[src/pmrs_pkg.sv]
package pmrs_pkg;
  // clock rate and derived cycle counts
  localparam int unsigned CLK_HZ          = 50_000_000;
  localparam int unsigned SETTLE_MS       = 20;
  localparam int unsigned OSC_WAIT_MS     = 26;
  localparam int unsigned PIN_LOW_NS      = 1000;
  localparam int unsigned IDLE_HOLD_NS    = 1000;
  localparam int unsigned CLEAR_LIMIT_US  = 500;
  localparam int unsigned SETTLE_CYC      = SETTLE_MS * (CLK_HZ / 1000);
  localparam int unsigned OSC_WAIT_CYC    = OSC_WAIT_MS * (CLK_HZ / 1000);
  localparam int unsigned PIN_LOW_CYC     = (PIN_LOW_NS * (CLK_HZ / 1_000_000)
                                             + 999) / 1000;
  localparam int unsigned IDLE_HOLD_CYC   = (IDLE_HOLD_NS
                                             * (CLK_HZ / 1_000_000)
                                             + 999) / 1000;
  localparam int unsigned CLEAR_LIMIT_CYC = CLEAR_LIMIT_US
                                            * (CLK_HZ / 1_000_000);
  localparam int unsigned CNT_W           = 21;
  // register address ranges
  localparam int unsigned ADDR_W          = 12;
  localparam logic [11:0] CFG_LO_FIRST    = 12'h000;
  localparam logic [11:0] CFG_LO_LAST     = 12'h0FF;
  localparam logic [11:0] RES_FIRST       = 12'h200;
  localparam logic [11:0] RES_LAST        = 12'h3FF;
  localparam logic [11:0] CFG_HI_FIRST    = 12'h400;
  localparam logic [11:0] CFG_HI_LAST     = 12'h5FF;
  localparam logic [11:0] WAVE_FIRST      = 12'h800;
  localparam logic [11:0] WAVE_LAST       = 12'hFFF;
  localparam logic [15:0] RUN_IDLE_VAL    = 16'h0000;
  localparam logic [15:0] RUN_GO_VAL      = 16'h0001;
  localparam int unsigned SYNC_STAGES     = 2;

  typedef enum logic [2:0] {
    PMRS_OFF,
    PMRS_WAIT_GOOD,
    PMRS_SETTLE,
    PMRS_OSC_WAIT,
    PMRS_READY
  } pmrs_state_t;
endpackage

[src/pmrs_sync.sv]
`timescale 1ns/10ps
module pmrs_sync #(
  parameter int unsigned WIDTH = 1,
  parameter logic [WIDTH-1:0] INIT = '0
) (
  // clock and reset
  input  wire logic             clk_in,
  input  wire logic             rst_b_in,
  // data
  input  wire logic [WIDTH-1:0] d_in,
  output logic      [WIDTH-1:0] q_out
);
  logic [WIDTH-1:0] meta_r;

  always_ff @(posedge clk_in) begin
    if (!rst_b_in) begin
      meta_r <= INIT;
      q_out  <= INIT;
    end else begin
      meta_r <= d_in;
      q_out  <= meta_r;
    end
  end
endmodule // pmrs_sync

[src/pmrs_clear.sv]
`timescale 1ns/10ps
module pmrs_clear
  import pmrs_pkg::*;
(
  // clock and reset
  input  wire logic                        clk_in,
  input  wire logic                        rst_b_in,
  // control
  input  wire logic                        start_in,
  input  wire logic [pmrs_pkg::ADDR_W-1:0] first_in,
  input  wire logic [pmrs_pkg::ADDR_W-1:0] last_in,
  // clear strobes toward the register array
  output logic                             busy_out,
  output logic                             wr_out,
  output logic      [pmrs_pkg::ADDR_W-1:0] addr_out
);
  import pmrs_pkg::*;

  // walks one address per cycle; restarts if started again
  always_ff @(posedge clk_in) begin
    if (!rst_b_in) begin
      busy_out <= 1'b0;
      wr_out   <= 1'b0;
      addr_out <= '0;
    end else if (start_in) begin
      busy_out <= 1'b1;
      wr_out   <= 1'b1;
      addr_out <= first_in;
    end else if (busy_out && addr_out != last_in) begin
      addr_out <= addr_out + 12'h001;
    end else begin
      busy_out <= 1'b0;
      wr_out   <= 1'b0;
    end
  end
endmodule // pmrs_clear

[src/pmrs_top.sv]
// Operation
// idle when both mode pins high, else normal; normal output here follows mode pin 1 low only
// regulators on only normal, reset high, supply good
// all supplies good start 20 ms, then oscillator
// 26 ms after oscillator set flag, irq low
// host configures after flag, then writes run
// power-on restores config ranges to defaults
// run 0 to 1 clears results range
// waveform buffer range never cleared by reset
// idle keeps regulators off, no irq, no spi
// supply drop holds reset, restarts from waiting
// reset pin 1 us or soft reset drops regulators
// idle held 1 us drops regulators
// host prefers idle mode for low power reset
// pins and supply indications synchronised first
// flag and irq held until host acknowledges
`timescale 1ns/10ps
module pmrs_top
  import pmrs_pkg::*;
#(
  parameter int unsigned SETTLE_CYCLES = SETTLE_CYC,
  parameter int unsigned OSC_CYCLES    = OSC_WAIT_CYC
) (
  // clock and reset
  input  wire logic                        clk_in,
  input  wire logic                        rst_b_in,
  // pins
  input  wire logic                        mode_select_pin_0_in,
  input  wire logic                        mode_select_pin_1_in,
  input  wire logic                        reset_pin_b_in,
  // supply-good comparators
  input  wire logic                        main_supply_good_in,
  input  wire logic                        analog_core_supply_good_in,
  input  wire logic                        digital_core_supply_good_in,
  // host-side register events
  input  wire logic                        soft_reset_bit_in,
  input  wire logic                        flag_ack_in,
  input  wire logic                        run_wr_in,
  input  wire logic [15:0]                 run_data_in,
  // power controls
  output logic                             analog_core_supply_en_out,
  output logic                             digital_core_supply_en_out,
  output logic                             osc_en_out,
  output logic                             spi_avail_out,
  output logic                             chip_in_reset_out,
  // status
  output logic                             reset_complete_flag_out,
  output logic                             interrupt_line_one_b_out,
  output logic                             normal_power_mode_out,
  output logic                             idle_power_mode_out,
  // register array maintenance strobes
  output logic                             restore_out,
  output logic                             clear_wr_out,
  output logic      [pmrs_pkg::ADDR_W-1:0] clear_addr_out,
  output logic                             clear_busy_out
);
  import pmrs_pkg::*;

  // synchroniser width; the reset pin starts at its released level
  localparam int unsigned SYNC_W    = 6;
  localparam logic [5:0]  SYNC_INIT = 6'h08;

  logic [5:0]       raw_w;
  logic [5:0]       syn_w;
  logic             msel0_s, msel1_s, rstpin_s;
  logic             vdd_s, asup_s, dsup_s;
  logic             idle_sel;
  logic             supplies_good;
  logic             all_good;
  logic             pin_reset_hit;
  logic             idle_hit;
  logic             shutdown;
  pmrs_state_t      state_r, state_nxt;
  logic [CNT_W-1:0] tmr_r, tmr_nxt;
  logic [7:0]       pin_low_cnt_r;
  logic [7:0]       idle_cnt_r;
  logic             idle_latched_r;
  logic             pin_latched_r;
  logic [15:0]      run_r;
  logic             run_go;
  logic             restore_pend_r;
  logic             clr_busy;
  logic             clr_wr;
  logic [ADDR_W-1:0] clr_addr;

  assign raw_w = {mode_select_pin_0_in, mode_select_pin_1_in,
                  reset_pin_b_in, main_supply_good_in,
                  analog_core_supply_good_in, digital_core_supply_good_in};

  pmrs_sync #(
    .WIDTH (SYNC_W),
    .INIT  (SYNC_INIT)
  ) u_sync (
    .clk_in   (clk_in),
    .rst_b_in (rst_b_in),
    .d_in     (raw_w),
    .q_out    (syn_w)
  );

  assign {msel0_s, msel1_s, rstpin_s, vdd_s, asup_s, dsup_s} = syn_w;

  assign idle_sel      = msel1_s & msel0_s;
  assign supplies_good = vdd_s;
  assign all_good      = vdd_s & asup_s & dsup_s;

  // reset-pin low-time and idle dwell counters
  always_ff @(posedge clk_in) begin
    if (!rst_b_in) begin
      pin_low_cnt_r <= 8'h00;
    end else if (rstpin_s) begin
      pin_low_cnt_r <= 8'h00;
    end else if (pin_low_cnt_r < 8'(PIN_LOW_CYC)) begin
      pin_low_cnt_r <= pin_low_cnt_r + 8'h01;
    end
  end

  always_ff @(posedge clk_in) begin
    if (!rst_b_in) begin
      idle_cnt_r <= 8'h00;
    end else if (!idle_sel) begin
      idle_cnt_r <= 8'h00;
    end else if (idle_cnt_r < 8'(IDLE_HOLD_CYC)) begin
      idle_cnt_r <= idle_cnt_r + 8'h01;
    end
  end

  assign pin_reset_hit = (pin_low_cnt_r >= 8'(PIN_LOW_CYC));
  assign idle_hit      = (idle_cnt_r >= 8'(IDLE_HOLD_CYC));

  // latched until the pin or mode returns, so the sequence waits
  always_ff @(posedge clk_in) begin
    if (!rst_b_in) begin
      idle_latched_r <= 1'b1;
      pin_latched_r  <= 1'b0;
    end else begin
      if (idle_hit) begin
        idle_latched_r <= 1'b1;
      end else if (!idle_sel) begin
        idle_latched_r <= 1'b0;
      end
      if (pin_reset_hit) begin
        pin_latched_r <= 1'b1;
      end else if (rstpin_s) begin
        pin_latched_r <= 1'b0;
      end
    end
  end

  assign shutdown = idle_hit | pin_reset_hit | soft_reset_bit_in;

  always_comb begin
    state_nxt = state_r;
    tmr_nxt   = tmr_r;
    if (shutdown) begin
      state_nxt = PMRS_OFF;
    end else begin
      case (state_r)
        PMRS_OFF: begin
          // regulators only in normal mode with reset pin high
          if (!idle_latched_r && !idle_sel && !pin_latched_r
              && rstpin_s && supplies_good) begin
            state_nxt = PMRS_WAIT_GOOD;
          end
        end
        PMRS_WAIT_GOOD: begin
          if (!supplies_good) begin
            state_nxt = PMRS_OFF;
          end else if (all_good) begin
            state_nxt = PMRS_SETTLE;
            tmr_nxt   = '0;
          end
        end
        PMRS_SETTLE, PMRS_OSC_WAIT, PMRS_READY: begin
          if (!all_good) begin
            state_nxt = PMRS_WAIT_GOOD;
            tmr_nxt   = '0;
          end else if (state_r == PMRS_SETTLE) begin
            if (tmr_r >= CNT_W'(SETTLE_CYCLES - 1)) begin
              state_nxt = PMRS_OSC_WAIT;
              tmr_nxt   = '0;
            end else begin
              tmr_nxt = tmr_r + 1'b1;
            end
          end else if (state_r == PMRS_OSC_WAIT) begin
            if (tmr_r >= CNT_W'(OSC_CYCLES - 1)) begin
              state_nxt = PMRS_READY;
              tmr_nxt   = '0;
            end else begin
              tmr_nxt = tmr_r + 1'b1;
            end
          end
        end
        default: begin
          state_nxt = PMRS_OFF;
          tmr_nxt   = '0;
        end
      endcase
    end
  end

  always_ff @(posedge clk_in) begin
    if (!rst_b_in) begin
      state_r <= PMRS_OFF;
      tmr_r   <= '0;
    end else begin
      state_r <= state_nxt;
      tmr_r   <= tmr_nxt;
    end
  end

  // power and mode outputs
  always_ff @(posedge clk_in) begin
    if (!rst_b_in) begin
      analog_core_supply_en_out  <= 1'b0;
      digital_core_supply_en_out <= 1'b0;
      osc_en_out                 <= 1'b0;
      spi_avail_out              <= 1'b0;
      chip_in_reset_out          <= 1'b1;
      normal_power_mode_out      <= 1'b0;
      idle_power_mode_out        <= 1'b0;
    end else begin
      analog_core_supply_en_out  <= (state_nxt != PMRS_OFF);
      digital_core_supply_en_out <= (state_nxt != PMRS_OFF);
      osc_en_out     <= (state_nxt == PMRS_OSC_WAIT)
                        || (state_nxt == PMRS_READY);
      spi_avail_out  <= (state_nxt == PMRS_READY) && !idle_sel;
      chip_in_reset_out <= (state_nxt != PMRS_READY);
      normal_power_mode_out <= !msel1_s;
      idle_power_mode_out   <= idle_sel;
    end
  end

  // completion flag: set wins over acknowledge
  always_ff @(posedge clk_in) begin
    if (!rst_b_in) begin
      reset_complete_flag_out  <= 1'b0;
      interrupt_line_one_b_out <= 1'b1;
    end else if (state_r == PMRS_OSC_WAIT
                 && state_nxt == PMRS_READY) begin
      reset_complete_flag_out  <= 1'b1;
      interrupt_line_one_b_out <= 1'b0;
    end else if (flag_ack_in) begin
      reset_complete_flag_out  <= 1'b0;
      interrupt_line_one_b_out <= 1'b1;
    end
  end

  // run register and its 0 to 1 edge; run is reset with the core
  always_ff @(posedge clk_in) begin
    if (!rst_b_in) begin
      run_r <= RUN_IDLE_VAL;
    end else if (state_r != PMRS_READY) begin
      run_r <= RUN_IDLE_VAL;
    end else if (run_wr_in) begin
      run_r <= run_data_in;
    end
  end

  assign run_go = (state_r == PMRS_READY) && run_wr_in
                  && run_r == RUN_IDLE_VAL
                  && run_data_in == RUN_GO_VAL;

  // one restore pulse each time the core leaves the off state
  always_ff @(posedge clk_in) begin
    if (!rst_b_in) begin
      restore_pend_r <= 1'b1;
      restore_out    <= 1'b0;
    end else begin
      restore_out <= 1'b0;
      if (state_r == PMRS_OFF) begin
        restore_pend_r <= 1'b1;
      end else if (restore_pend_r && state_r == PMRS_WAIT_GOOD) begin
        restore_pend_r <= 1'b0;
        restore_out    <= 1'b1;
      end
    end
  end

  pmrs_clear u_clear (
    .clk_in   (clk_in),
    .rst_b_in (rst_b_in),
    .start_in (run_go),
    .first_in (RES_FIRST),
    .last_in  (RES_LAST),
    .busy_out (clr_busy),
    .wr_out   (clr_wr),
    .addr_out (clr_addr)
  );

  // walker strobes leave through flops like every other output
  always_ff @(posedge clk_in) begin
    if (!rst_b_in) begin
      clear_wr_out   <= 1'b0;
      clear_addr_out <= '0;
      clear_busy_out <= 1'b0;
    end else begin
      clear_wr_out   <= clr_wr;
      clear_addr_out <= clr_addr;
      clear_busy_out <= clr_busy;
    end
  end
endmodule // pmrs_top

[config.mk]
export PLATFORM = sky130hd
export DESIGN_NAME = pmrs_top
export DESIGN_NICKNAME = d
export VERILOG_FILES = /design/src/pmrs_pkg.sv /design/src/pmrs_sync.sv /design/src/pmrs_clear.sv /design/src/pmrs_top.sv
export SDC_FILE = /design/constraint.sdc
export NUM_CORES = 1
export LEC_CHECK = 0
export BUFFER_PORTS_ARGS = -buffer_cell sky130_fd_sc_hd__buf_2
export CAP_MARGIN = 30
export CORE_ASPECT_RATIO = 1.2
export CORE_UTILIZATION = 55
export DETAILED_ROUTE_END_ITERATION = 6
export PLACE_DENSITY_LB_ADDON = 0.15
export SYNTH_ARGS = -nofsm -noshare
export SYNTH_HDL_FRONTEND = slang
export SYNTH_SLANG_ARGS = --single-unit
[constraint.sdc]
create_clock -name clk_in -period 3 [get_ports clk_in]
set_clock_uncertainty 0.1 [all_clocks]
set_input_delay 0.3 -clock clk_in [delete_from_list [all_inputs] [get_ports clk_in]]
set_output_delay 0.3 -clock clk_in [all_outputs]
set_load 0.02 [all_outputs]
Yosys cells after proc, flatten, opt, wreduce, memory -nomap -nowiden
Cells that the tools add are included.
- flip-flop bits (word level): 106
- bits of input ports: 27
- add/sub/neg operators: 4
- $lt $le $gt $ge: 6
- equality and inequality tests: 14
- multiplexer cells: 29
- bitwise gates (word level): 8
- reductions and logical operators: 30
- operator list (cell ; number):
    $mux 21 ; 7
    $pmux 21 s3 ; 1
    $mux 3 ; 9
    $add 21x1->21 const B ; 1
    $ge 21x20->1 const B ; 1
    $ge 21x21->1 const B ; 1
    $mux 10 ; 2
    $add 8x1->8 const B ; 2
    $eq 16x1->1 const B ; 1
    $ge 8x6->1 const B ; 2
    $logic_not 16->1 ; 1
    $lt 8x6->1 const B ; 2
    $add 12x1->12 const B ; 1
    $ne 12x10->1 const B ; 1
    $logic_and 1x1->1 ; 11
    $reduce_or 2->1 ; 5
    $eq 3x2->1 const B ; 3
    $mux 1 ; 9
    $pmux 3 s3 ; 1
    $eq 3x3->1 const B ; 2
    $ne 3x3->1 const B ; 2
    $reduce_bool 2->1 ; 3
    $reduce_and 5->1 ; 1
    $logic_not 1->1 ; 4
    other kinds (12) ; 18

Logic depth before layout (Yosys ltp)
Gate-level depths: netlist of run 1.
- depth after elaboration: 12
- depth in mapped cells: 10
- depth with buffers taken out: 8

Modules after synthesis
A second synthesis of run 1 with hierarchy kept.
- cells, all modules: 515
- area total of the unflattened synthesis: 4678.2 um2
- by module, submodules not included (module ; times used ; cells an instance ; area an instance (um2) ; sequential area each (um2)):
    pmrs_top ; 1 ; 379 ; 3435.8 ; 1641.6
    pmrs_clear ; 1 ; 111 ; 908.4 ; 260.2
    pmrs_sync ; 1 ; 25 ; 334.1 ; 240.2

Least setup slack after synthesis of run 1
Ideal clock, no wire load.
- path type: flip-flop to flip-flop
- start: reg idle_cnt_r[0]
- end: reg tmr_r[13]
- library setup time: 0.115 ns
- data arrival time: 2.275 ns
- required time: 2.785 ns
- path slack: 0.510 ns
- stages on the path, launching flop included: 11
- path through: dfxtp_1 inv_1 ha_1 or4_4 a31o_4 or3_1 buf_6 and2_4 a21oi_4 buf_6 nor2_1
- cells in the longest elaborated chain, start to end: 5
- ends and longest elaborated chain (what ; RTL line ; text):
    start: declaration ; pmrs_top.sv:76 ; logic [7:0] idle_cnt_r;
    start signal: assignment ; pmrs_top.sv:123 ; idle_cnt_r <= idle_cnt_r + 8'h01;
    $ge 8x6->1 ; pmrs_top.sv:128 ; assign idle_hit = (idle_cnt_r >= 8'(IDLE_HOLD_CYC));
    $or 1x1->1 (2 in a row) ; pmrs_top.sv:149 ; assign shutdown = idle_hit | pin_reset_hit | soft_reset_bit_in;
    $not 1->1 (no source line) ; n/a ;
    $reduce_and 5->1 (no source line) ; n/a ;
    end signal: assignment ; pmrs_top.sv:207 ; tmr_r <= tmr_nxt;
    end: declaration ; pmrs_top.sv:74 ; logic [CNT_W-1:0] tmr_r, tmr_nxt;
No other way between the ends.
A chain may end at the register's enable or synchronous reset.

Worst setup path after layout of run 1
- start: reg idle_cnt_r[0]
- end: reg tmr_r[20]
Same word-level chain as after synthesis.

==> results.md, run 1 <==
- Routed WL: approximately 8.4 mm
- Core outline area: around 7800 um2
- Reg2reg start: idle_cnt_r[0]
- Max Cap Viol: 0
- I/O Pins: just over 50
- Routability cong.: 0.838
- Share of the synthesized area in the top cell type: a little under half
- Non-filler cells, final: ~630
- WP data arrival: 2.81 ns
- Part of the Yosys area used for sequential elements: between 40% and 50%
- Number of synthesized register bits: around 110
- Vias in the first global route: slightly above 3000
- Setup TNS: 0 ns
- Path depth of the worst reg2reg path: 8
- Iter 0 DRT Violations: 133
- Maximum vdd ir drop: ~0.36 mV
- Reg clk slew, reported paths: around 0.11 ns
- Setup slack, reg-to-reg: approximately 0.36 ns
- Aggregate global routing overflow: 0
- Register Area: 2120 um2
- Final Util: about 64%
- Worst Path Required: 3.17 ns
- Hold WC Path Type: input pin to flop
- Largest fanout on the critical path: 13
- Port bufs: 50
- H-tree depth reported by CTS: 3
- Ys async rst share: 0%
- Period minus WS final: approximately 2.6 ns
- Largest family of logic cells by synthesized area: simple AND/OR/NAND/NOR gates
- Antenna-violating nets left: 0
- DPL Wire Length: around 6 mm
- Setup CP Type: flop to flop
- Layout cell share with drive strength beyond 1: around 15%
- Number of diodes: 0
- Startpoint Class: flop
- Via count: approximately 3500
- Outcome: finished clean
- WL per Instance: roughly 13 um
- Synth Instances: slightly below 500
- Mux cell area share after synthesis: ~3.4%
- Largest net degree at the start of global routing: 32
- Antenna violations before repair: 0
- Pwr Density: 477 nW/um2
- Worst Tran Pin Value: 0.688 ns
- DP Cell Count: between 600 and 700
- Total track usage: about a fifth
- Min-Delay Endpoint: u_sync.meta_r[0]
- RSZ-0062 raised after global routing: no
- F_max: 378 MHz
- Setup Viol. Count Final: 0
- Residual DRC: 0
- Synth Area in Compound Gates: under 10%
- Syn Nets: about 510
- Clock Tree Buf Depth: 2
- Endpoint type of the worst setup path: flop
- Min-Delay Startpoint: digital_core_supply_good_in
- Layout area overhead: 11.7%
- Max-slew headroom: a little over half
- Post-synth top flop: dfxtp_1
- Starting density of the core: approximately 57%
- CTS buffer count: 9
- DIE HEIGHT: around 100 um
- CTS Root Cell: clkbuf_8
- Ys Warns: 0
- Detailed-route vias per instance: ~5.6
- Max-slew violations: 0
- Fillers: 670
- Die area: between 8000 and 9000 um2
- Post-synthesis adder-cell area fraction: approximately 1.7%
- Synth Area in XOR/XNOR: between 6 and 7%
- Lkg Pwr: slightly below 2 nW
- Synth area leaders: dfxtp_1 48%, nor2_1 5.5%, and2_1 4.2%
- Synth area leader: dfxtp_1
- Number of flops mapped to enable cells by yosys: 0
- CTS tree: built
- Commonest non-fill, non-tap cell in the layout: dfxtp_1
- Clock sink count: ~110
- First-pass GRT wire length: roughly 14 mm
- Row count: 35
- Crit share post-route: 88.1%
- Nets: roughly 560
- Die width: approximately 84 um
- Area occupied by multi-input gates: about 2200 um2
- Drt pass-1 iters: 4
- Clock Latency Late Sink: about 0.37 ns
- Worst R2R End: tmr_r[20]
- Synthesized cell area: ~4400 um2
- Commonest non-fill, non-tap cells in the layout: 106 x dfxtp_1, 65 x nor2_1, 50 x buf_2
- Unique masters post-synth: between 50 and 60
- Hold Vio Cnt, Final: 0
- Syn_area_per_cell: approximately 9.2 um2
- Hold path depth: 2
- Post-synthesis simple-gate area fraction: between 20 and 30%
## layer usage
layer | share of wire (%) | up-vias | wire [um] | track usage, %
met5 | 0 | - | 0 | 0
met1 | 45 | 1625 | 3790 | 24.2
met4 | 2.2 | 0 | 187 | 10.7
met3 | 3.0 | 15 | 251 | 3.29
met2 | 50 | 56 | 4180 | 35.7
li1 | - | 1783 | - | -
## cells in the mapped netlist, types with 4 or more instances
cell      number
ha_1           6
nand4_1       18
o211ai_1       4
o21a_1         4
o22ai_1        4
or3_1          4
inv_1         15
nand2_1       31
nand2b_1       6
mux2i_1       15
dfxtp_1      106
clkbuf_1      14
o21ai_0        8
nor2b_1        4
and3_1         8
a21oi_1        6
nor2_1        65
a211oi_1       4
nand3_1       19
and4_1         5
nor4_1        10
and2_1        30
a21boi_0       5
a31oi_1        6
xor2_1        16
xnor2_1       15
nor3b_1        4
nor3_1        13
## critical path: stages, from the launching register on
cell,delay (ns)
dfxtp_1,0.41
inv_1,0.07
ha_1,0.19
or4_4,0.41
a31o_4,0.28
or3_1,0.39
and2_4,0.19
a21oi_4,0.30
o21ba_2,0.21
## per-stage QoR
step	setup WS, ns	power [W]	cell area [um2]	hold slack [ns]
3_5_place_dp	0.376	0.00153	4740	0.301
3_3_place_gp	0.415	0.00153	4740	0.296
4_1_cts	0.348	0.00239	4950	0.0134
5_1_grt	0.248	0.00244	4950	0.0189
6_report	0.356	0.00236	4950	0.0271
2_1_floorplan	0.510	0.00150	4430	0.286
## worst max path at each step
stage | from | to | cells after the start
after global placement | idle_cnt_r[0] | tmr_r[20] | 8
after floorplan | idle_cnt_r[0] | tmr_r[13] | 10
after detailed placement | idle_cnt_r[0] | tmr_r[20] | 8
after global routing | idle_cnt_r[0] | tmr_r[20] | 8
final | idle_cnt_r[0] | tmr_r[20] | 8
after CTS | idle_cnt_r[0] | tmr_r[20] | 8
## registers in the layout, indices dropped and copies added (netlist names), 3 cells and up
name              cells
run_r                16
u_sync.meta_r         6
tmr_r                21
clear_addr_out       12
u_clear.addr_out     12
pin_low_cnt_r         8
state_r               3
u_sync.q_out          6
idle_cnt_r            8
## power breakdown
group / leakage [nW] / internal, W / switching (W) / total [W]
sequential: 0.857 / 0.00142 / 0.00000558 / 0.00142
combinational: 1.02 / 0.0000350 / 0.0000399 / 0.0000749
clock: 0.101 / 0.000330 / 0.000534 / 0.000863
total: 1.98 / 0.00178 / 0.000579 / 0.00236
## cells by family after synthesis
| kind of cell | Yosys count |
|---|---|
| buffers and inverters | 34 |
| adder cells (fa/ha/maj) | 6 |
| XOR/XNOR | 31 |
| AO/OA/AOI/OAI | 59 |
| multiplexers | 15 |
| flip-flops | 106 |
| AND/OR/NAND/NOR | 230 |
## what timing repair did
action,in CTS,in global routing
hold endpoints to repair,1,0
hold buffers,1,0
setup buffers,0,0
resized for setup,0,0
## layout make-up
| cell class | instances | area share (%) |
|---|---|---|
| multi-input combinational | 341 | 43.6 |
| sequential | 106 | 42.9 |
| timing repair buffer | 56 | 6.02 |
| clock buffer | 9 | 2.50 |
| tap | 92 | 2.33 |
| clock inverter | 7 | 1.54 |
| inverter | 15 | 1.14 |
Power figures use the tool's default switching activity.
==> run 2, diff against run 1 <==
Settings changed: ABC_AREA set to 1.
==> results.md, run 2 <==
- Period minus WS final: 2.27 ns (-0.373 ns)
- Hold path depth: 3 (+1)
- Core outline area: 8290 um2 (+6.9%)
- Lkg Pwr: 2.36 nW (+19%)
- Reg clk slew, reported paths: 0.10 ns (about the same)
- Commonest non-fill, non-tap cells in the layout: 152 x nand2_1, 106 x dfxtp_1, 96 x inv_1
- Hold WC Path Type: input pin to flop
- Post-synth top flop: dfxtp_1
- Synthesized cell area: 4790 um2 (+8.2%)
- Routability cong.: 0.944 (+13%)
- Slowest stage delay, CP: 0.34 ns (-0.07 ns)
- Synth Instances: 666 (+38%)
- Sequential share of power: 61.3% (+1.1 points)
- Row count: 36 (+2.9%)
- Cell family with most CP delay: simple AND/OR/NAND/NOR gates
- Share of the synthesized area in the top cell type: 44.3% (-3.6 points)
- Post-CTS Setup Bufs: 0 (unchanged)
- Nets: 743 (+32%)
- Clock power share: 35.5% (-1.1 points)
- CP cell instances: nor2_1, nand2_1, a21oi_2, nand2_1, inv_2, nand2_1, clkinv_2, nand2_4, inv_2, nand2_1, nand2_2, inv_2, nand2_1, nor2_1
- Total track usage: 23.3% (+2.9 points)
- Post-CTS sizing: 0 (unchanged)
- Largest regs: tmr_r x21, run_r x16
- Largest family of logic cells by synthesized area: simple AND/OR/NAND/NOR gates
- Min-Delay Endpoint: u_sync.meta_r[4]
- Setup TNS: 0 ns (unchanged)
- Layout cell share with drive strength beyond 1: 15.0% (-0.39 points)
- RSZ-0062 raised after global routing: no
- DP Cell Count: 813 (+33%)
- Endpoint type of the worst setup path: flop
- Cts hold-fix bufs: 0 (-1)
- Die area: 9090 um2 (+8.0%)
- Drt pass-1 iters: 5 (+1)
- Residual DRC: 0 (unchanged)
- Syn Nets: 699 (+36%)
- Crit share post-route: 75.7% (-12 points)
- F_max: 440 MHz (+16%)
- Sw Pwr: 0.000557 W (-3.9%)
- Synth Area in Compound Gates: 8.72% (-1.2 points)
- Ys async rst share: 0% (unchanged)
- Detailed-route vias per instance: 5.06 (-8.9%)
- Largest net degree at the start of global routing: 22 (-31%)
- Antenna-violating nets left: 0 (unchanged)
- Non-filler cells, final: 829 (+32%)
- Post-synthesis simple-gate area fraction: 32.4% (+4.8 points)
- Worst R2R End: tmr_r[11]
- Clock Latency Late Sink: 0.36 ns (about the same)
- Max Cap Viol: 0 (unchanged)
- Maximum vdd ir drop: 0.276 mV (-22%)
- CTS buffer count: 9 (unchanged)
- Aggregate global routing overflow: 0 (unchanged)
- Buffers plus inverters on the worst setup path: 4 (+3)
- Most repeated library cell on the critical path: nand2_1
- Pwr Density: 439 nW/um2 (-7.8%)
- WP data arrival: 2.43 ns (-0.38 ns)
- Net Sw Frac: 24.0% (-0.52 points)
- Number of synthesized register bits: 106 (unchanged)
- Number of diodes: 0 (unchanged)
- Fillers: 784 (+17%)
- Most instantiated cells after synthesis: 152 x nand2_1, 106 x dfxtp_1, 96 x inv_1, 75 x nor2_1, 45 x a21oi_1
- Number of flops mapped to enable cells by yosys: 0 (unchanged)
- Port bufs: 50 (unchanged)
- Largest fanout on the critical path: 21 (+8)
- Setup Viol. Count Final: 0 (unchanged)
- CTS tree: built
- Combinational power share: 3.2% (about the same)
- Part of the Yosys area used for sequential elements: 44.3% (-3.6 points)
- I/O Pins: 51 (unchanged)
- Mux cell area share after synthesis: 0% (-3.4 points)
- Worst Path Required: 3.16 ns (about the same)
- Max-slew headroom: 63.5% (+9.9 points)
- Worst Tran Pin Value: 0.547 ns (-0.142 ns)
- DPL Wire Length: 7.36 mm (+22%)
- Antenna violations before repair: 0 (unchanged)
- Clock Tree Buf Depth: 2 (unchanged)
- H-tree depth reported by CTS: 3 (unchanged)
- Biggest register: tmr_r
- Via count: 4197 (+21%)
- Max reg flops: 21 (unchanged)
- Synth Area in XOR/XNOR: 2.38% (-3.8 points)
- Outcome: finished clean
- Clock sink count: 106 (unchanged)
- Path depth of the worst reg2reg path: 14 (+6)
- Setup slack, reg-to-reg: 0.73 ns (+0.37 ns)
- Syn_area_per_cell: 7.20 um2 (-22%)
- Vias in the first global route: 4086 (+33%)
- Post-synthesis adder-cell area fraction: 1.57% (-0.13 points)
- Int Pwr: 0.00176 W (-1.1%)
- Top-count cell post-synth: nand2_1
- Slowest-stage cell, CP: dfxtp_1
- Hold Vio Cnt, Final: 0 (unchanged)
- Iter 0 DRT Violations: 176 (+32%)
- Min-Delay Startpoint: mode_select_pin_1_in
- Layout area overhead: 10.0%
- Synth area leader: dfxtp_1
- First-pass GRT wire length: 17.2 mm (+24%)
- Ys Warns: 0 (unchanged)
- Unique masters post-synth: 39 (-30%)
- DIE HEIGHT: 104 um (+3.9%)
- Setup CP Type: flop to flop
- Die width: 87.2 um (+3.9%)
- CTS Root Cell: clkbuf_8
- Max-slew violations: 0 (unchanged)
- Reg2reg start: pin_low_cnt_r[3]
- Final Util: 63.6% (-0.23 points)
- Routed WL: 9.77 mm (+16%)
- Synth area leaders: dfxtp_1 44%, nand2_1 12%, inv_1 7.5%
- WL per Instance: 11.8 um (-12%)
- Startpoint Class: flop
- Starting density of the core: 57.8% (+0.66 points)
- Commonest non-fill, non-tap cell in the layout: nand2_1
[run 2: cell count changes after synthesis, sizes merged, moves of 15 or more]
| cell | delta |
|---|---|
| nor2 | +17 |
| mux2i | -15 |
| nand2 | +129 |
| inv | +91 |
| and2 | -31 |
| a21oi | +41 |
[run 2: stage by stage]
stage / hold slack (ns) / total power, W / setup WS [ns] / instance area, um2
5_1_grt: 0.00777 / 0.00241 / 0.501 / 5270
2_1_floorplan: 0.290 / 0.00150 / 1.20 / 4790
3_3_place_gp: 0.294 / 0.00152 / 0.857 / 5090
6_report: 0.0213 / 0.00232 / 0.729 / 5270
3_5_place_dp: 0.298 / 0.00153 / 0.747 / 5090
4_1_cts: 0.00992 / 0.00235 / 0.748 / 5270
[run 2: cells by family (layout without fill, tap and decap cells)]
logic type | count (synthesis) | in the layout
AND/OR/NAND/NOR | 339 | 339
buffers and inverters | 125 | 174
flip-flops | 106 | 106
AO/OA/AOI/OAI | 77 | 77
XOR/XNOR | 13 | 13
adder cells (fa/ha/maj) | 6 | 6
[run 2: metal layers]
layer	global-route usage [%]	wire, um	up-vias	part of all wire, %
met3	3.81	472	16	4.8
met2	40.3	4670	108	48
li1	-	-	2180	-
met1	28.9	4420	1893	45
met5	0	0	-	0
met4	8.20	210	0	2.1
[run 2: power groups by stage]
| stage | sequential [W] | clock [W] | combinational [W] |
|---|---|---|---|
| finish | 0.00142 | 0.000824 | 0.0000735 |
| global placement | 0.00145 | 0 | 0.0000715 |
| detailed placement | 0.00145 | 0 | 0.0000738 |
| global route | 0.00142 | 0.000905 | 0.0000834 |
| CTS | 0.00142 | 0.000855 | 0.0000742 |
| floorplan | 0.00145 | 0 | 0.0000435 |
[run 2: how the worst max path moves through the flow]
stage	start	to	slack, ns	cells after the start
floorplan	tmr_r[0]	tmr_r[5]	1.20	15
global placement	idle_cnt_r[2]	tmr_r[11]	0.86	14
detailed placement	idle_cnt_r[2]	tmr_r[11]	0.75	14
CTS	pin_low_cnt_r[3]	tmr_r[11]	0.75	14
global route	pin_low_cnt_r[3]	tmr_r[8]	0.50	14
finish	pin_low_cnt_r[3]	tmr_r[11]	0.73	14
[run 2: worst register-to-register path, delay by kind of cell, from the launching register on]
family                 cells  cell delay (ns)
AND/OR/NAND/NOR            9             1.00
buffers and inverters      4             0.50
flip-flops                 1             0.34
AO/OA/AOI/OAI              1             0.23
[run 2: cell type report]
| class | count | area, um2 | share of cell area, % |
|---|---|---|---|
| well taps | 114 | 143 | 2.70 |
| multi-input cells | 435 | 2160 | 41.0 |
| clock inverters | 7 | 62.6 | 1.19 |
| repair buffers | 51 | 258 | 4.89 |
| flip-flops and latches | 106 | 2120 | 40.2 |
| inverters | 107 | 403 | 7.64 |
| clock buffers | 9 | 124 | 2.35 |
==> run 3, diff against run 2 <==
Clock period 3 ns to 2.3 ns, I/O delays scaled along.
==> results.md, run 3 (synthesis gave the netlist of run 2 again) <==
- Outcome: finished clean
- Final worst-path setup slack: 0.214 ns (-0.515 ns)
- Core outline area: 8290 um2 (unchanged)
- DPL Wire Length: 7.21 mm (-1.9%)
- Antenna-violating nets left: 0 (unchanged)
- WHS: 0.0117 ns (-0.00953 ns)
- Total track usage: 23.5% (+0.16 points)
- Hold Vio Cnt, Final: 0 (unchanged)
- Slowest-stage cell, CP: dfxtp_1
- Slowest stage delay, CP: 0.39 ns (+0.05 ns)
- Residual DRC: 0 (unchanged)
- DIE HEIGHT: 104 um (unchanged)
- Max-slew headroom: 64.7% (+1.2 points)
- Max reg flops: 21 (unchanged)
- CTS buffer count: 9 (unchanged)
- Net Sw Frac: 24.2% (+0.13 points)
- Row count: 36 (unchanged)
- Met3 Track Usage GR: 4.68% (+0.87 points)
- Crit path from: tmr_r[0]
- Period minus WS final: 2.09 ns (-0.185 ns)
- Reg clk slew, reported paths: 0.11 ns (about the same)
- Routed WL: 9.79 mm (+0.23%)
- Largest regs: tmr_r x21, run_r x16
- Pwr Density: 562 nW/um2 (+28%)
- Maximum vdd ir drop: 0.340 mV (+23%)
- First-pass GRT wire length: 17.1 mm (-0.60%)
- Routability cong.: 0.917 (-2.8%)
- Final Util: 66.5% (+2.9 points)
- Setup Viol. Count Final: 0 (unchanged)
- Sequential share of power: 59.8% (-1.5 points)
- Setup TNS: 0 ns (unchanged)
- Layout area overhead: 15.0%
- WL per Instance: 11.5 um (-2.7%)
- Min-Delay Startpoint: run_data_in[6]
- Die area: 9090 um2 (unchanged)
- CP cell instances: ha_1, nand2_1, nor3_4, buf_4, nand2_1, nor3_1, nand3_1, o21ai_0, o21ai_0, and3_1
- Crit share post-route: 90.7% (+15 points)
- WP data arrival: 2.26 ns (-0.17 ns)
- Number of diodes: 0 (unchanged)
- Biggest register: tmr_r
- Setup CP Type: flop to flop
- Die width: 87.2 um (unchanged)
- Iter 0 DRT Violations: 164 (-6.8%)
- Area occupied by multi-input gates: 2170 um2 (+0.23%)
- Port bufs: 50 (unchanged)
- Int Pwr: 0.00235 W (+33%)
- Combinational power share: 3.9% (+0.7 points)
- Commonest non-fill, non-tap cells in the layout: 152 x nand2_1, 106 x dfxtp_1, 96 x inv_1
- Nets: 768 (+3.4%)
- CTS tree: built
- Met2 GRT Util: 40.2% (-0.056 points)
- Aggregate global routing overflow: 0 (unchanged)
- Vias in the first global route: 3959 (-3.1%)
- H-tree depth reported by CTS: 3 (unchanged)
- Met1 Use GR: 29.0% (+0.094 points)
- Worst Path Required: 2.48 ns (-0.68 ns)
- Hold WC Path Type: input pin to flop
- Reg2reg start: tmr_r[0]
- Lkg Pwr: 2.48 nW (+5.1%)
- Max Cap Viol: 0 (unchanged)
- Clock Tree Buf Depth: 2 (unchanged)
- Startpoint Class: flop
- Clock power share: 36.3% (+0.8 points)
- Grt peak-use layer: met2
- Largest fanout on the critical path: 5 (-76%)
- DP Worst Slack: 0.159 ns (-0.588 ns)
- Fillers: 736 (-6.1%)
- Drt pass-1 iters: 5 (unchanged)
- Clock Latency Late Sink: 0.39 ns (+0.03 ns)
- Antenna violations before repair: 0 (unchanged)
- Commonest non-fill, non-tap cell in the layout: nand2_1
- Starting density of the core: 57.8% (unchanged)
- Endpoint type of the worst setup path: flop
- Detailed-route vias per instance: 5.00 (-1.3%)
- Sw Pwr: 0.000749 W (+34%)
- Layout cell share with drive strength beyond 1: 15.8% (+0.85 points)
- Via count: 4268 (+1.7%)
- Worst Tran Pin Value: 0.528 ns (-0.0191 ns)
- Max-slew violations: 0 (unchanged)
- Clock sink count: 106 (unchanged)
- RSZ-0062 raised after global routing: no
- CTS Root Cell: clkbuf_8
- I/O Pins: 51 (unchanged)
- F_max: 479 MHz (+8.9%)
- Register Area: 2120 um2 (unchanged)
- Largest net degree at the start of global routing: 34 (+55%)
[run 3: cell types whose count changed in the layout (fill, tap and decap cells not counted)]
cell,change
dlygate4sd3_1,+15
nand2_4,+1
clkinv_2,-1
clkbuf_8,+1
buf_4,+10
clkinvlp_4,-1
clkinv_4,+1
nand2_2,-1
[run 3: final timing paths]
check	to	slack [ns]	cells after the start
min reg2reg	u_sync.q_out[3]	0.32	1
min	run_r[6]	0.01	3
max reg2reg	tmr_r[16]	0.21	10
max	tmr_r[16]	0.21	10
[run 3: power groups by stage]
stage | Combinational, W | Clock (W) | Sequential, W
after floorplan | 0.0000567 | 0 | 0.00190
after global placement | 0.0000974 | 0 | 0.00190
after detailed placement | 0.000100 | 0 | 0.00190
after CTS | 0.000120 | 0.00115 | 0.00185
after global routing | 0.000136 | 0.00121 | 0.00186
final | 0.000121 | 0.00112 | 0.00185
[run 3: layout make-up]
cell class                 instances  area share [%]
clock buffer                      10            2.50
multi-input combinational        435            39.3
inverter                         107            7.31
tap                              114            2.59
clock inverter                     6            1.07
sequential                       106            38.5
timing repair buffer              76            8.76
[run 3: through the flow]
stage	total power [W]	cells	cell area, um2
after floorplan	0.00195	666	4790
after global placement	0.00199	822	5150
after detailed placement	0.00200	822	5150
after CTS	0.00312	853	5500
after global routing	0.00320	854	5510
final	0.00310	854	5510
[run 3: layer usage]
layer	wire length, um	up-vias
li1	-	2228
met1	4410	1944
met2	4880	81
met3	335	15
met4	165	0
met5	0	-
[run 3: worst max-delay path: cells and delay by family (launching register included)]
| kind | cells | cell delay (ns) |
|---|---|---|
| AOI/OAI and AO/OA | 2 | 0.25 |
| adders and majority gates | 1 | 0.18 |
| buffers and inverters | 1 | 0.16 |
| DFF | 1 | 0.39 |
| and+or+nand+nor | 6 | 0.91 |
[run 3: what timing repair did]
item | CTS | global route
setup endpoints to repair | 0 | 4
endpoints found under the hold margin | 15 | 0
setup buffers | 0 | 1
resized for setup | 0 | 1
hold buffers | 15 | 0
